$ cat config.mk
export PLATFORM = sky130hd
export DESIGN_NAME = dco_top
export DESIGN_NICKNAME = d
export VERILOG_FILES = /design/src/hw/dco_pkg.sv /design/src/hw/dco_top.sv
export VERILOG_INCLUDE_DIRS = /design/src /design/src/hw
export SDC_FILE = /design/constraint.sdc
export NUM_CORES = 1
export LEC_CHECK = 0
export BUFFER_PORTS_ARGS = -buffer_cell sky130_fd_sc_hd__buf_2
export CAP_MARGIN = 0
export CORE_MARGIN = 2
export CORE_UTILIZATION = 30
export DETAILED_ROUTE_END_ITERATION = 10
export GPL_TIMING_DRIVEN = 0
export PLACE_DENSITY = 0.52
export REMOVE_ABC_BUFFERS = 1
export SLEW_MARGIN = 30
export SYNTH_ARGS = -nofsm -noshare
export SYNTH_HDL_FRONTEND = slang
export SYNTH_SLANG_ARGS = --single-unit
$ cat constraint.sdc
create_clock -name core_clk -period 5.98 [get_ports core_clk]
set_input_delay 1.196 -clock core_clk [delete_from_list [all_inputs] [get_ports core_clk]]
set_output_delay 1.196 -clock core_clk [all_outputs]
set_load 0.02 [all_outputs]
$ cat src/hw/dco_consts.svh
// offsets, field positions, reset values and timing counts of the dithered clock block
`ifndef DCO_CONSTS_SVH
`define DCO_CONSTS_SVH

// register locations
`define DCO_LOC_DIVCFG 8'h02
`define DCO_LOC_DEPTHID 8'h0d
`define DCO_LOC_COMMIT 8'h3f

// output_divider_config fields
`define DCO_RATE_HI 7
`define DCO_RATE_LO 6
`define DCO_IDLE_BIT 5
`define DCO_EXP_HI 3
`define DCO_EXP_LO 0
`define DCO_DIVCFG_MASK 8'hef

// dither_depth_and_target_id fields
`define DCO_DEPTH_HI 7
`define DCO_DEPTH_LO 6
`define DCO_GATE_BIT 5
`define DCO_CMODE_BIT 3
`define DCO_ID_HI 2
`define DCO_ID_LO 0
`define DCO_DEPTHID_MASK 8'hef

// reset values before the nonvolatile image is loaded
`define DCO_DIVCFG_RST 8'h00
`define DCO_DEPTHID_RST 8'h00

// divider exponent cap
`define DCO_EXP_MAX 4'h8

// timing
`define DCO_CLK_MHZ 100
`define DCO_STAB_MCYC 512
`define DCO_STAB_CYC (`DCO_STAB_MCYC * 2)
`define DCO_DEGL_US 10
`define DCO_DEGL_CYC (`DCO_DEGL_US * `DCO_CLK_MHZ)
`define DCO_NV_WR_MS 20
`define DCO_NV_WR_CYC (`DCO_NV_WR_MS * `DCO_CLK_MHZ * 1000)

// triangle: 64 steps per sweep period, peak code 31
`define DCO_TRI_PEAK 7'sd31

`endif

$ cat src/hw/dco_pkg.sv
// types shared by the dithered clock block
package dco_pkg;

    // one register access from the serial front end
    typedef struct packed {
        logic wr;
        logic rd;
        logic [7:0] loc;
        logic [7:0] data;
    } dco_req_t;

    // register image held in nonvolatile storage
    typedef struct packed {
        logic [7:0] divcfg;
        logic [7:0] depthid;
    } dco_nvimg_t;

endpackage

$ cat src/hw/dco_top.sv
// dithered clock output control: divider, gating, sleep, dither sweep, commit control
`timescale 1ns/1ps
`default_nettype none
`include "dco_consts.svh"

module dco_top
    import dco_pkg::*;
#(
    parameter int unsigned NV_WR_CYC = `DCO_NV_WR_CYC,
    parameter int unsigned DEGL_CYC = `DCO_DEGL_CYC
) (
    input wire logic core_clk, // master clock domain
    input wire logic rst, // power-on reset
    input wire logic sleep_pin_n, // low requests sleep
    input wire logic gate_pin, // hardware output gate
    input wire logic spread_enable_pin, // dither allow
    input wire dco_req_t bus_req, // register access
    input wire logic [2:0] req_target_id, // address bits of the access
    input wire logic bus_stop, // stop condition seen
    output logic bus_ack, // access matches this target
    output logic [7:0] rd_data, // read answer
    input wire dco_nvimg_t nv_image, // stored image
    output dco_nvimg_t nv_wr_image, // image to store
    output logic nv_wr_stb, // start a storage write
    output logic nv_busy, // storage write running
    output logic [2:0] target_id_bits, // own address bits
    output logic mosc_run, // master oscillator on
    output logic signed [8:0] dither_code, // offset to oscillator
    output logic clk_out_o, // output level
    output logic clk_out_oe // output driven
);

    //--------------------------------------------------
    // working registers
    //--------------------------------------------------
    logic [7:0] divcfg_r;
    logic [7:0] depthid_r;
    logic load_done_r;
    logic acc_wr;
    logic acc_rd;
    logic [3:0] exp_eff;
    logic idle_sel;
    logic sw_gate;
    logic cmode;

    // access counts only when addressed and the image is loaded
    assign bus_ack = (bus_req.wr | bus_req.rd) && (req_target_id == target_id_bits);
    assign acc_wr = bus_ack & bus_req.wr & load_done_r;
    assign acc_rd = bus_ack & bus_req.rd & load_done_r;
    assign target_id_bits = depthid_r[`DCO_ID_HI:`DCO_ID_LO];
    assign idle_sel = divcfg_r[`DCO_IDLE_BIT];
    assign sw_gate = depthid_r[`DCO_GATE_BIT];
    assign cmode = depthid_r[`DCO_CMODE_BIT];
    // values above eight decode as eight
    assign exp_eff = (divcfg_r[`DCO_EXP_HI:`DCO_EXP_LO] > `DCO_EXP_MAX) ?
        `DCO_EXP_MAX : divcfg_r[`DCO_EXP_HI:`DCO_EXP_LO];

    // image load on the first edge after reset, then bus writes
    always_ff @(posedge core_clk or posedge rst) begin
        if (rst) begin
            divcfg_r <= `DCO_DIVCFG_RST;
            depthid_r <= `DCO_DEPTHID_RST;
            load_done_r <= 1'b0;
        end else if (!load_done_r) begin
            divcfg_r <= nv_image.divcfg & `DCO_DIVCFG_MASK;
            depthid_r <= nv_image.depthid & `DCO_DEPTHID_MASK;
            load_done_r <= 1'b1;
        end else if (acc_wr && bus_req.loc == `DCO_LOC_DIVCFG) begin
            divcfg_r <= bus_req.data & `DCO_DIVCFG_MASK;
        end else if (acc_wr && bus_req.loc == `DCO_LOC_DEPTHID) begin
            depthid_r <= bus_req.data & `DCO_DEPTHID_MASK;
        end
    end

    // read answer held until the next read; unmapped reads give zero
    always_ff @(posedge core_clk or posedge rst) begin
        if (rst) begin
            rd_data <= 8'h00;
        end else if (acc_rd) begin
            case (bus_req.loc)
                `DCO_LOC_DIVCFG: rd_data <= divcfg_r;
                `DCO_LOC_DEPTHID: rd_data <= depthid_r;
                default: rd_data <= 8'h00;
            endcase
        end
    end

    //--------------------------------------------------
    // sleep deglitch and start-up hold
    //--------------------------------------------------
    logic sleep_r;
    logic [9:0] degl_cnt_r;
    logic [10:0] stab_cnt_r;
    logic stab_done;

    // pin must disagree with state for the full window before it flips
    always_ff @(posedge core_clk or posedge rst) begin
        if (rst) begin
            sleep_r <= 1'b0;
            degl_cnt_r <= 10'h000;
        end else if (sleep_r == !sleep_pin_n) begin
            degl_cnt_r <= 10'h000;
        end else if (degl_cnt_r == 10'(DEGL_CYC - 1)) begin
            sleep_r <= !sleep_pin_n;
            degl_cnt_r <= 10'h000;
        end else begin
            degl_cnt_r <= degl_cnt_r + 10'h001;
        end
    end

    assign mosc_run = !sleep_r;
    assign stab_done = (stab_cnt_r == 11'(`DCO_STAB_CYC));

    // restarts after every wake so the oscillator settles again
    always_ff @(posedge core_clk or posedge rst) begin
        if (rst) begin
            stab_cnt_r <= 11'h000;
        end else if (sleep_r) begin
            stab_cnt_r <= 11'h000;
        end else if (!stab_done) begin
            stab_cnt_r <= stab_cnt_r + 11'h001;
        end
    end

    //--------------------------------------------------
    // divider and synchronous gate
    //--------------------------------------------------
    logic [8:0] div_cnt_r;
    logic [8:0] div_cnt_nxt;
    logic [8:0] per_mask;
    logic at_start;
    logic gate_want;
    logic en_r;
    logic en_nxt;
    logic out_nxt;
    logic clk_out_oe_nxt;

    // bit zero of the counter is the master clock divided by two
    assign div_cnt_nxt = sleep_r ? 9'h000 : div_cnt_r + 9'h001;
    assign per_mask = 9'((10'h002 << exp_eff) - 10'h001);
    assign at_start = ((div_cnt_nxt & per_mask) == 9'h000);
    assign gate_want = stab_done & (gate_pin | sw_gate);
    // gate changes only where the output is about to start low
    assign en_nxt = sleep_r ? 1'b0 : (at_start ? gate_want : en_r);
    assign out_nxt = en_nxt & div_cnt_nxt[exp_eff];
    assign clk_out_oe_nxt = en_nxt | idle_sel;

    always_ff @(posedge core_clk or posedge rst) begin
        if (rst) begin
            div_cnt_r <= 9'h000;
            en_r <= 1'b0;
            clk_out_o <= 1'b0;
            clk_out_oe <= 1'b0;
        end else begin
            div_cnt_r <= div_cnt_nxt;
            en_r <= en_nxt;
            clk_out_o <= out_nxt;
            clk_out_oe <= clk_out_oe_nxt;
        end
    end

    //--------------------------------------------------
    // triangle dither generator
    //--------------------------------------------------
    logic dith_on;
    logic [1:0] rate_sel;
    logic [1:0] depth_sel;
    logic [7:0] step_cnt_r;
    logic [7:0] step_lim;
    logic [5:0] tri_ph_r;
    logic [4:0] tri_lvl;
    logic signed [6:0] tri_base;
    logic signed [8:0] dith_nxt;

    assign rate_sel = divcfg_r[`DCO_RATE_HI:`DCO_RATE_LO];
    assign depth_sel = depthid_r[`DCO_DEPTH_HI:`DCO_DEPTH_LO];
    assign dith_on = (rate_sel != 2'b00) & spread_enable_pin & !sleep_r;
    // 64 steps per sweep: n/64 core cycles per step
    assign step_lim = 8'((16'h0020 << rate_sel) - 16'h0001);
    assign tri_lvl = tri_ph_r[5] ? ~tri_ph_r[4:0] : tri_ph_r[4:0];
    // odd codes -31..31 keep the sweep centred on zero
    assign tri_base = $signed({1'b0, tri_lvl, 1'b0}) - `DCO_TRI_PEAK;
    assign dith_nxt = dith_on ? (9'(tri_base) <<< depth_sel) : 9'sh000;

    always_ff @(posedge core_clk or posedge rst) begin
        if (rst) begin
            step_cnt_r <= 8'h00;
            tri_ph_r <= 6'h00;
            dither_code <= 9'sh000;
        end else begin
            dither_code <= dith_nxt;
            if (!dith_on) begin
                step_cnt_r <= 8'h00;
                tri_ph_r <= 6'h00;
            end else if (step_cnt_r >= step_lim) begin
                step_cnt_r <= 8'h00;
                tri_ph_r <= tri_ph_r + 6'h01;
            end else begin
                step_cnt_r <= step_cnt_r + 8'h01;
            end
        end
    end

    //--------------------------------------------------
    // nonvolatile commit control
    //--------------------------------------------------
    logic set_pend;
    logic pend_r;
    logic go_r;
    logic nv_start;
    logic [21:0] nv_cnt_r;

    // depth/id and the command always store; config stores only in auto mode
    assign set_pend = acc_wr & ((bus_req.loc == `DCO_LOC_DIVCFG && !cmode) ||
        bus_req.loc == `DCO_LOC_DEPTHID ||
        bus_req.loc == `DCO_LOC_COMMIT);
    // waits for the stop and for any earlier write to finish
    assign nv_start = go_r & !nv_busy;

    // new writes win over the clear of the same cycle
    always_ff @(posedge core_clk or posedge rst) begin
        if (rst) begin
            pend_r <= 1'b0;
            go_r <= 1'b0;
        end else begin
            pend_r <= set_pend | (pend_r & !nv_start);
            go_r <= (bus_stop & (pend_r | set_pend)) | (go_r & !nv_start);
        end
    end

    // snapshot of the image, then the busy window
    always_ff @(posedge core_clk or posedge rst) begin
        if (rst) begin
            nv_wr_stb <= 1'b0;
            nv_busy <= 1'b0;
            nv_cnt_r <= 22'h00_0000;
            nv_wr_image <= '0;
        end else begin
            nv_wr_stb <= nv_start;
            if (nv_start) begin
                nv_busy <= 1'b1;
                nv_cnt_r <= 22'h00_0000;
                nv_wr_image <= {divcfg_r, depthid_r};
            end else if (nv_busy) begin
                nv_cnt_r <= nv_cnt_r + 22'h00_0001;
                nv_busy <= (nv_cnt_r != 22'(NV_WR_CYC - 1));
            end
        end
    end
endmodule // dco_top

`default_nettype wire

-- Word level (Yosys, flattened, before mapping)
Cells that the tools add are included.
- register bits: 124
- bits of input ports: 43
- output and inout port bits: 42
- word-level logic and storage cells: 113
- $add $sub $neg: 9
- magnitude comparators: 3
- eq/ne operators: 13
- shift-type cells: 3
- mux-type cells: 26
- bitwise gates (word level): 22
- reductions and logical operators: 16
- operators by type and width (cell ; count):
    $mux W8 ; 7
    $mux W22 ; 2
    $add A22 B1 Y22 const B ; 1
    $mux W11 ; 2
    $ne A22 B21 Y1 const B ; 1
    $mux W10 ; 2
    $mux W9 ; 2
    $pmux W8 S2 ; 1
    $and A1 B1 Y1 ; 13
    $mux W6 ; 2
    $add A11 B1 Y11 const B ; 1
    $eq A11 B11 Y1 const B ; 1
    $add A10 B1 Y10 const B ; 1
    $eq A10 B10 Y1 const B ; 1
    $add A9 B1 Y9 const B ; 1
    $and A9 B9 Y9 ; 1
    $logic_not A9 Y1 ; 1
    $shl A2 B4 Y9 const A ; 1
    $sshl A7 B2 Y9 ; 1
    $sub A9 B1 Y9 const B ; 1
    $add A8 B1 Y8 const B ; 1
    $eq A8 B2 Y1 const B ; 1
    $eq A8 B4 Y1 const B ; 1
    $eq A8 B6 Y1 const B ; 1
    other kinds (23) ; 45

-- Logic depth before layout (Yosys ltp)
- depth after elaboration: 9
- gate-level depth with buffers: 10
- mapped depth without buffers: 9

-- Worst setup path before layout
No wires, ideal clock.
- path kind: input-to-output
- start: input port req_target_id[1]
- end: output port bus_ack
- data arrival time: 2.069 ns
- required time: 4.784 ns
- path slack: 2.715 ns
- cell stages on the path: 3
- path buffers: 0
- cell sequence: xor2_1 -> nor3_1 -> o21a_1
- cells in the longest elaborated chain, start to end: 2
- ends and longest elaborated chain (what ; RTL line ; source):
    from (decl) ; dco_top.sv:18 ; input wire logic [2:0] req_target_id,
    $eq A3 B3 Y1 ; dco_top.sv:47 ; assign bus_ack = (bus_req.wr | bus_req.rd) && (req_target_id == target_id_bits);
    $logic_and A1 B1 Y1 ; dco_top.sv:47 ;
    to (decl) ; dco_top.sv:20 ; output logic bus_ack,
No other way between the ends.

-- Final worst setup path
Same ends and word-level chain as after synthesis.

==> flow_metrics.env <==
export IMPL_status="completed"
export IMPL_dpl_hpwl_um=9165
export IMPL_dieArea_mm2=0.02054
export IMPL_cts_buffers=17
export IMPL_die_y_um=143.3
export IMPL_clkSinkCount=119
export IMPL_initial_core_util=0.3083
export IMPL_routed_wl_um=12910
export IMPL_crit_top_cell="buf_2"
export IMPL_fillers=1948
export IMPL_arrival_ns=2.28
export IMPL_crit_slowest_cell="nor3_1"
export IMPL_netlist_area_mm2=0.005824
export IMPL_peakVddDrop_v=0.0001801
export IMPL_grt_max_degree=88
export IMPL_core_area_mm2=0.01889
export IMPL_cts_resized_gates=0
export IMPL_dr_wl_met3_um=575
export IMPL_drive_above_1_share=0.2050
export IMPL_grtUsageTotal=0.1347
export IMPL_postRouteAntennaNets=0
export IMPL_via_count=4398
export IMPL_yosysUniqueCellTypes=53
export IMPL_path_buf_inv=2
export IMPL_clk_latency_ns=0.41
export IMPL_io_pins=85
export IMPL_synth_edf_count=0
export IMPL_firstDrtPassIters=4
export IMPL_die_x_um=143.3
export IMPL_cts_buffer_depth=2
export IMPL_cts_max_level=4
export IMPL_avgSynthCellArea_um2=9.822
export IMPL_wl_met1_um=6029
export IMPL_synth_flop_cell="dfrtp_1"
export IMPL_cp_top_family="simple AND/OR/NAND/NOR gates"
export IMPL_synthArstFlopShare=1.000
export IMPL_diodes=0
export IMPL_tightest_slew_ns=0.8599
export IMPL_final_period_utilization=0.5811
export IMPL_clock_skew_ns=0.01015
export IMPL_cts_root_buf="clkbuf_16"
export IMPL_gr_total_overflow=0
export IMPL_drtIter0Drc=278
export IMPL_layout_commonest_cell="dfrtp_1"
export IMPL_wl_met2_um=6209
export IMPL_grt_pass1_wl_um=21980
export IMPL_ys_seq_area_frac=0.5113
export IMPL_syn_to_final_growth_pct=21.63
export IMPL_top_layer="met4"
export IMPL_slew_viol_final=0
export IMPL_core_rowCount=50
export IMPL_cellPowerDensity_mw_per_mm2=280.0
export IMPL_yosys_warnings=0
export IMPL_vias_per_cell=4.689
export IMPL_worstPathCellList="buf_2 > xor2_1 > nor3_1 > o21a_1 > buf_2"
export IMPL_fin_crit_ns=3.475
export IMPL_timing_setup_tns_ns=0
export IMPL_portBuffers=78
export IMPL_antenna_found_initial=0
export IMPL_cap_violations=0
export IMPL_cts_hold_buf=0
export IMPL_routabilityCongestion=0.8274
export IMPL_min_path_type="flop to flop"
export IMPL_end_kind="output port"
export IMPL_cts_clk_slew_worst_paths_ns=0.05
export IMPL_synthCells=593
export IMPL_ys_ff_latch=119
export IMPL_cp_max_fo=4
export IMPL_wl_per_cell_um=13.76
export IMPL_post_route_util=0.3750
export IMPL_worstSetupStartpointType="input pin"
export IMPL_crit_path_max_incr_delay_ns=0.49
export IMPL_tritoncts="done"
export IMPL_drc=0
export IMPL_worstPathRequired_ns=4.78
export IMPL_postCtsSetupRepairBufs=0
export IMPL_clock_fmax_ghz=0.2878
export IMPL_worst_setup_path_type="input pin to output port"
export IMPL_rsz0062_at_grt="no"
export IMPL_static_leakage_power_uw=0.003234
export IMPL_hold_viol=0
export IMPL_finalNetCount=720
export IMPL_maxSlewHeadroom=0.4268
export IMPL_first_global_vias=4460
export IMPL_most_common_layout_cells="dfrtp_1, buf_2, nor2_1, nand2_1, o21ai_0"
export IMPL_setup_violations=0
## layer usage
layer | GRT usage | up-vias
met5 | 0 | -
met4 | 0.04541 | 0
met3 | 0.03932 | 9
met2 | 0.2171 | 90
met1 | 0.1739 | 2094
li1 | - | 2205
## power breakdown
| part | leakage, µW | switching [µW] | internal (µW) |
|---|---|---|---|
| sequential | 0.00156 | 31.4 | 825 |
| clock | 0.000291 | 349 | 663 |
| combinational | 0.00138 | 68.3 | 47.1 |
| total | 0.00323 | 448 | 1540 |
## logic make-up (layout without fill, tap and decap cells)
group                    count (synthesis)  in the layout  synth area share
AND/OR/NAND/NOR                        242            242            0.2039
flip-flops                             119            119            0.5113
AO/OA/AOI/OAI                          100            100            0.1063
buffers and inverters                   47            130           0.03480
XOR/XNOR                                37             37           0.05564
multiplexers                            35             35           0.06316
adder cells (fa/ha/maj)                 11             11           0.02363
other                                    2              4          0.001289
## area by class of cell
type                       count  area, µm²  share of cell area
clock inverter                 8      95.09             0.01342
tap                          260      325.3             0.04592
timing repair buffer          81      452.9             0.06393
sequential                   119       2979              0.4205
clock buffer                  23      498.0             0.07029
multi-input combinational    429       2659              0.3753
inverter                      18      75.07             0.01060
## stage by stage
stage | total power, µW | hold slack, ns | cells | cell area, µm² | setup slack [ns]
3_5_place_dp | 988.8 | 0.4561 | 906 | 6482 | 2.492
2_1_floorplan | 934.5 | 0.4251 | 566 | 5697 | 1.627
3_3_place_gp | 982.1 | 0.4386 | 904 | 6412 | 0.2271
4_1_cts | 2014 | 0.4627 | 937 | 7076 | 2.498
5_1_grt | 2067 | 0.4814 | 938 | 7084 | 2.443
6_report | 1984 | 0.4526 | 938 | 7084 | 2.505
## registers in the layout, summed over array words and instances, names as in the netlist
| register | count |
|---|---|
| depthid_r | 7 |
| tri_ph_r | 6 |
| degl_cnt_r | 10 |
| rd_data | 7 |
| divcfg_r | 7 |
| nv_cnt_r | 22 |
| en_r | 1 |
| step_cnt_r | 8 |
| load_done_r | 1 |
| clk_out_o | 1 |
| nv_busy | 1 |
| div_cnt_r | 9 |
| go_r | 1 |
| pend_r | 1 |
| nv_wr_image | 14 |
| clk_out_oe | 1 |
| dither_code | 9 |
| nv_wr_stb | 1 |
| stab_cnt_r | 11 |
| sleep_r | 1 |
## cells in the mapped netlist, types with 2 or more instances
cell,instances,area share
dfrtp_1,119,0.51
nor2_1,70,0.045
nand2_1,61,0.039
o21ai_0,34,0.029
nand3_1,33,0.028
xor2_1,25,0.038
a21oi_1,23,0.020
clkbuf_1,21,0.014
mux2i_1,21,0.036
inv_1,18,0.012
mux2_2,14,0.027
nor3_1,13,0.011
xnor2_1,12,0.018
ha_1,11,0.024
nand4_1,10,0.011
or3_1,8,0.0086
a22oi_1,7,0.0090
and3_1,7,0.0075
buf_4,7,0.0090
a31oi_1,6,0.0064
nor2b_1,6,0.0064
o211ai_1,6,0.0077
and2_1,5,0.0054
nand2b_1,5,0.0054
a21o_1,4,0.0052
a221o_1,4,0.0069
nor4_1,4,0.0043
o21a_1,4,0.0052
o31ai_1,3,0.0039
or4_1,3,0.0039
and4_1,2,0.0030
conb_1,2,0.0013
nand3b_1,2,0.0026
nor4b_1,2,0.0030
o311ai_0,2,0.0030
or2_2,2,0.0021
## final timing paths
kind	slack, ns	startpoint	end	depth (start not counted)
setup reg to reg	3.27	divcfg_r[2]	clk_out_o	9
hold reg to reg	0.45	degl_cnt_r[0]	degl_cnt_r[0]	1
hold / removal	0.45	degl_cnt_r[0]	degl_cnt_r[0]	1
min in group asynchronous	0.74	rst	step_cnt_r[2]	2
max in group asynchronous	4.53	rst	sleep_r	3
setup / recovery	2.51	req_target_id[1]	bus_ack	5
Note: power is estimated with default switching activity, not from simulation.
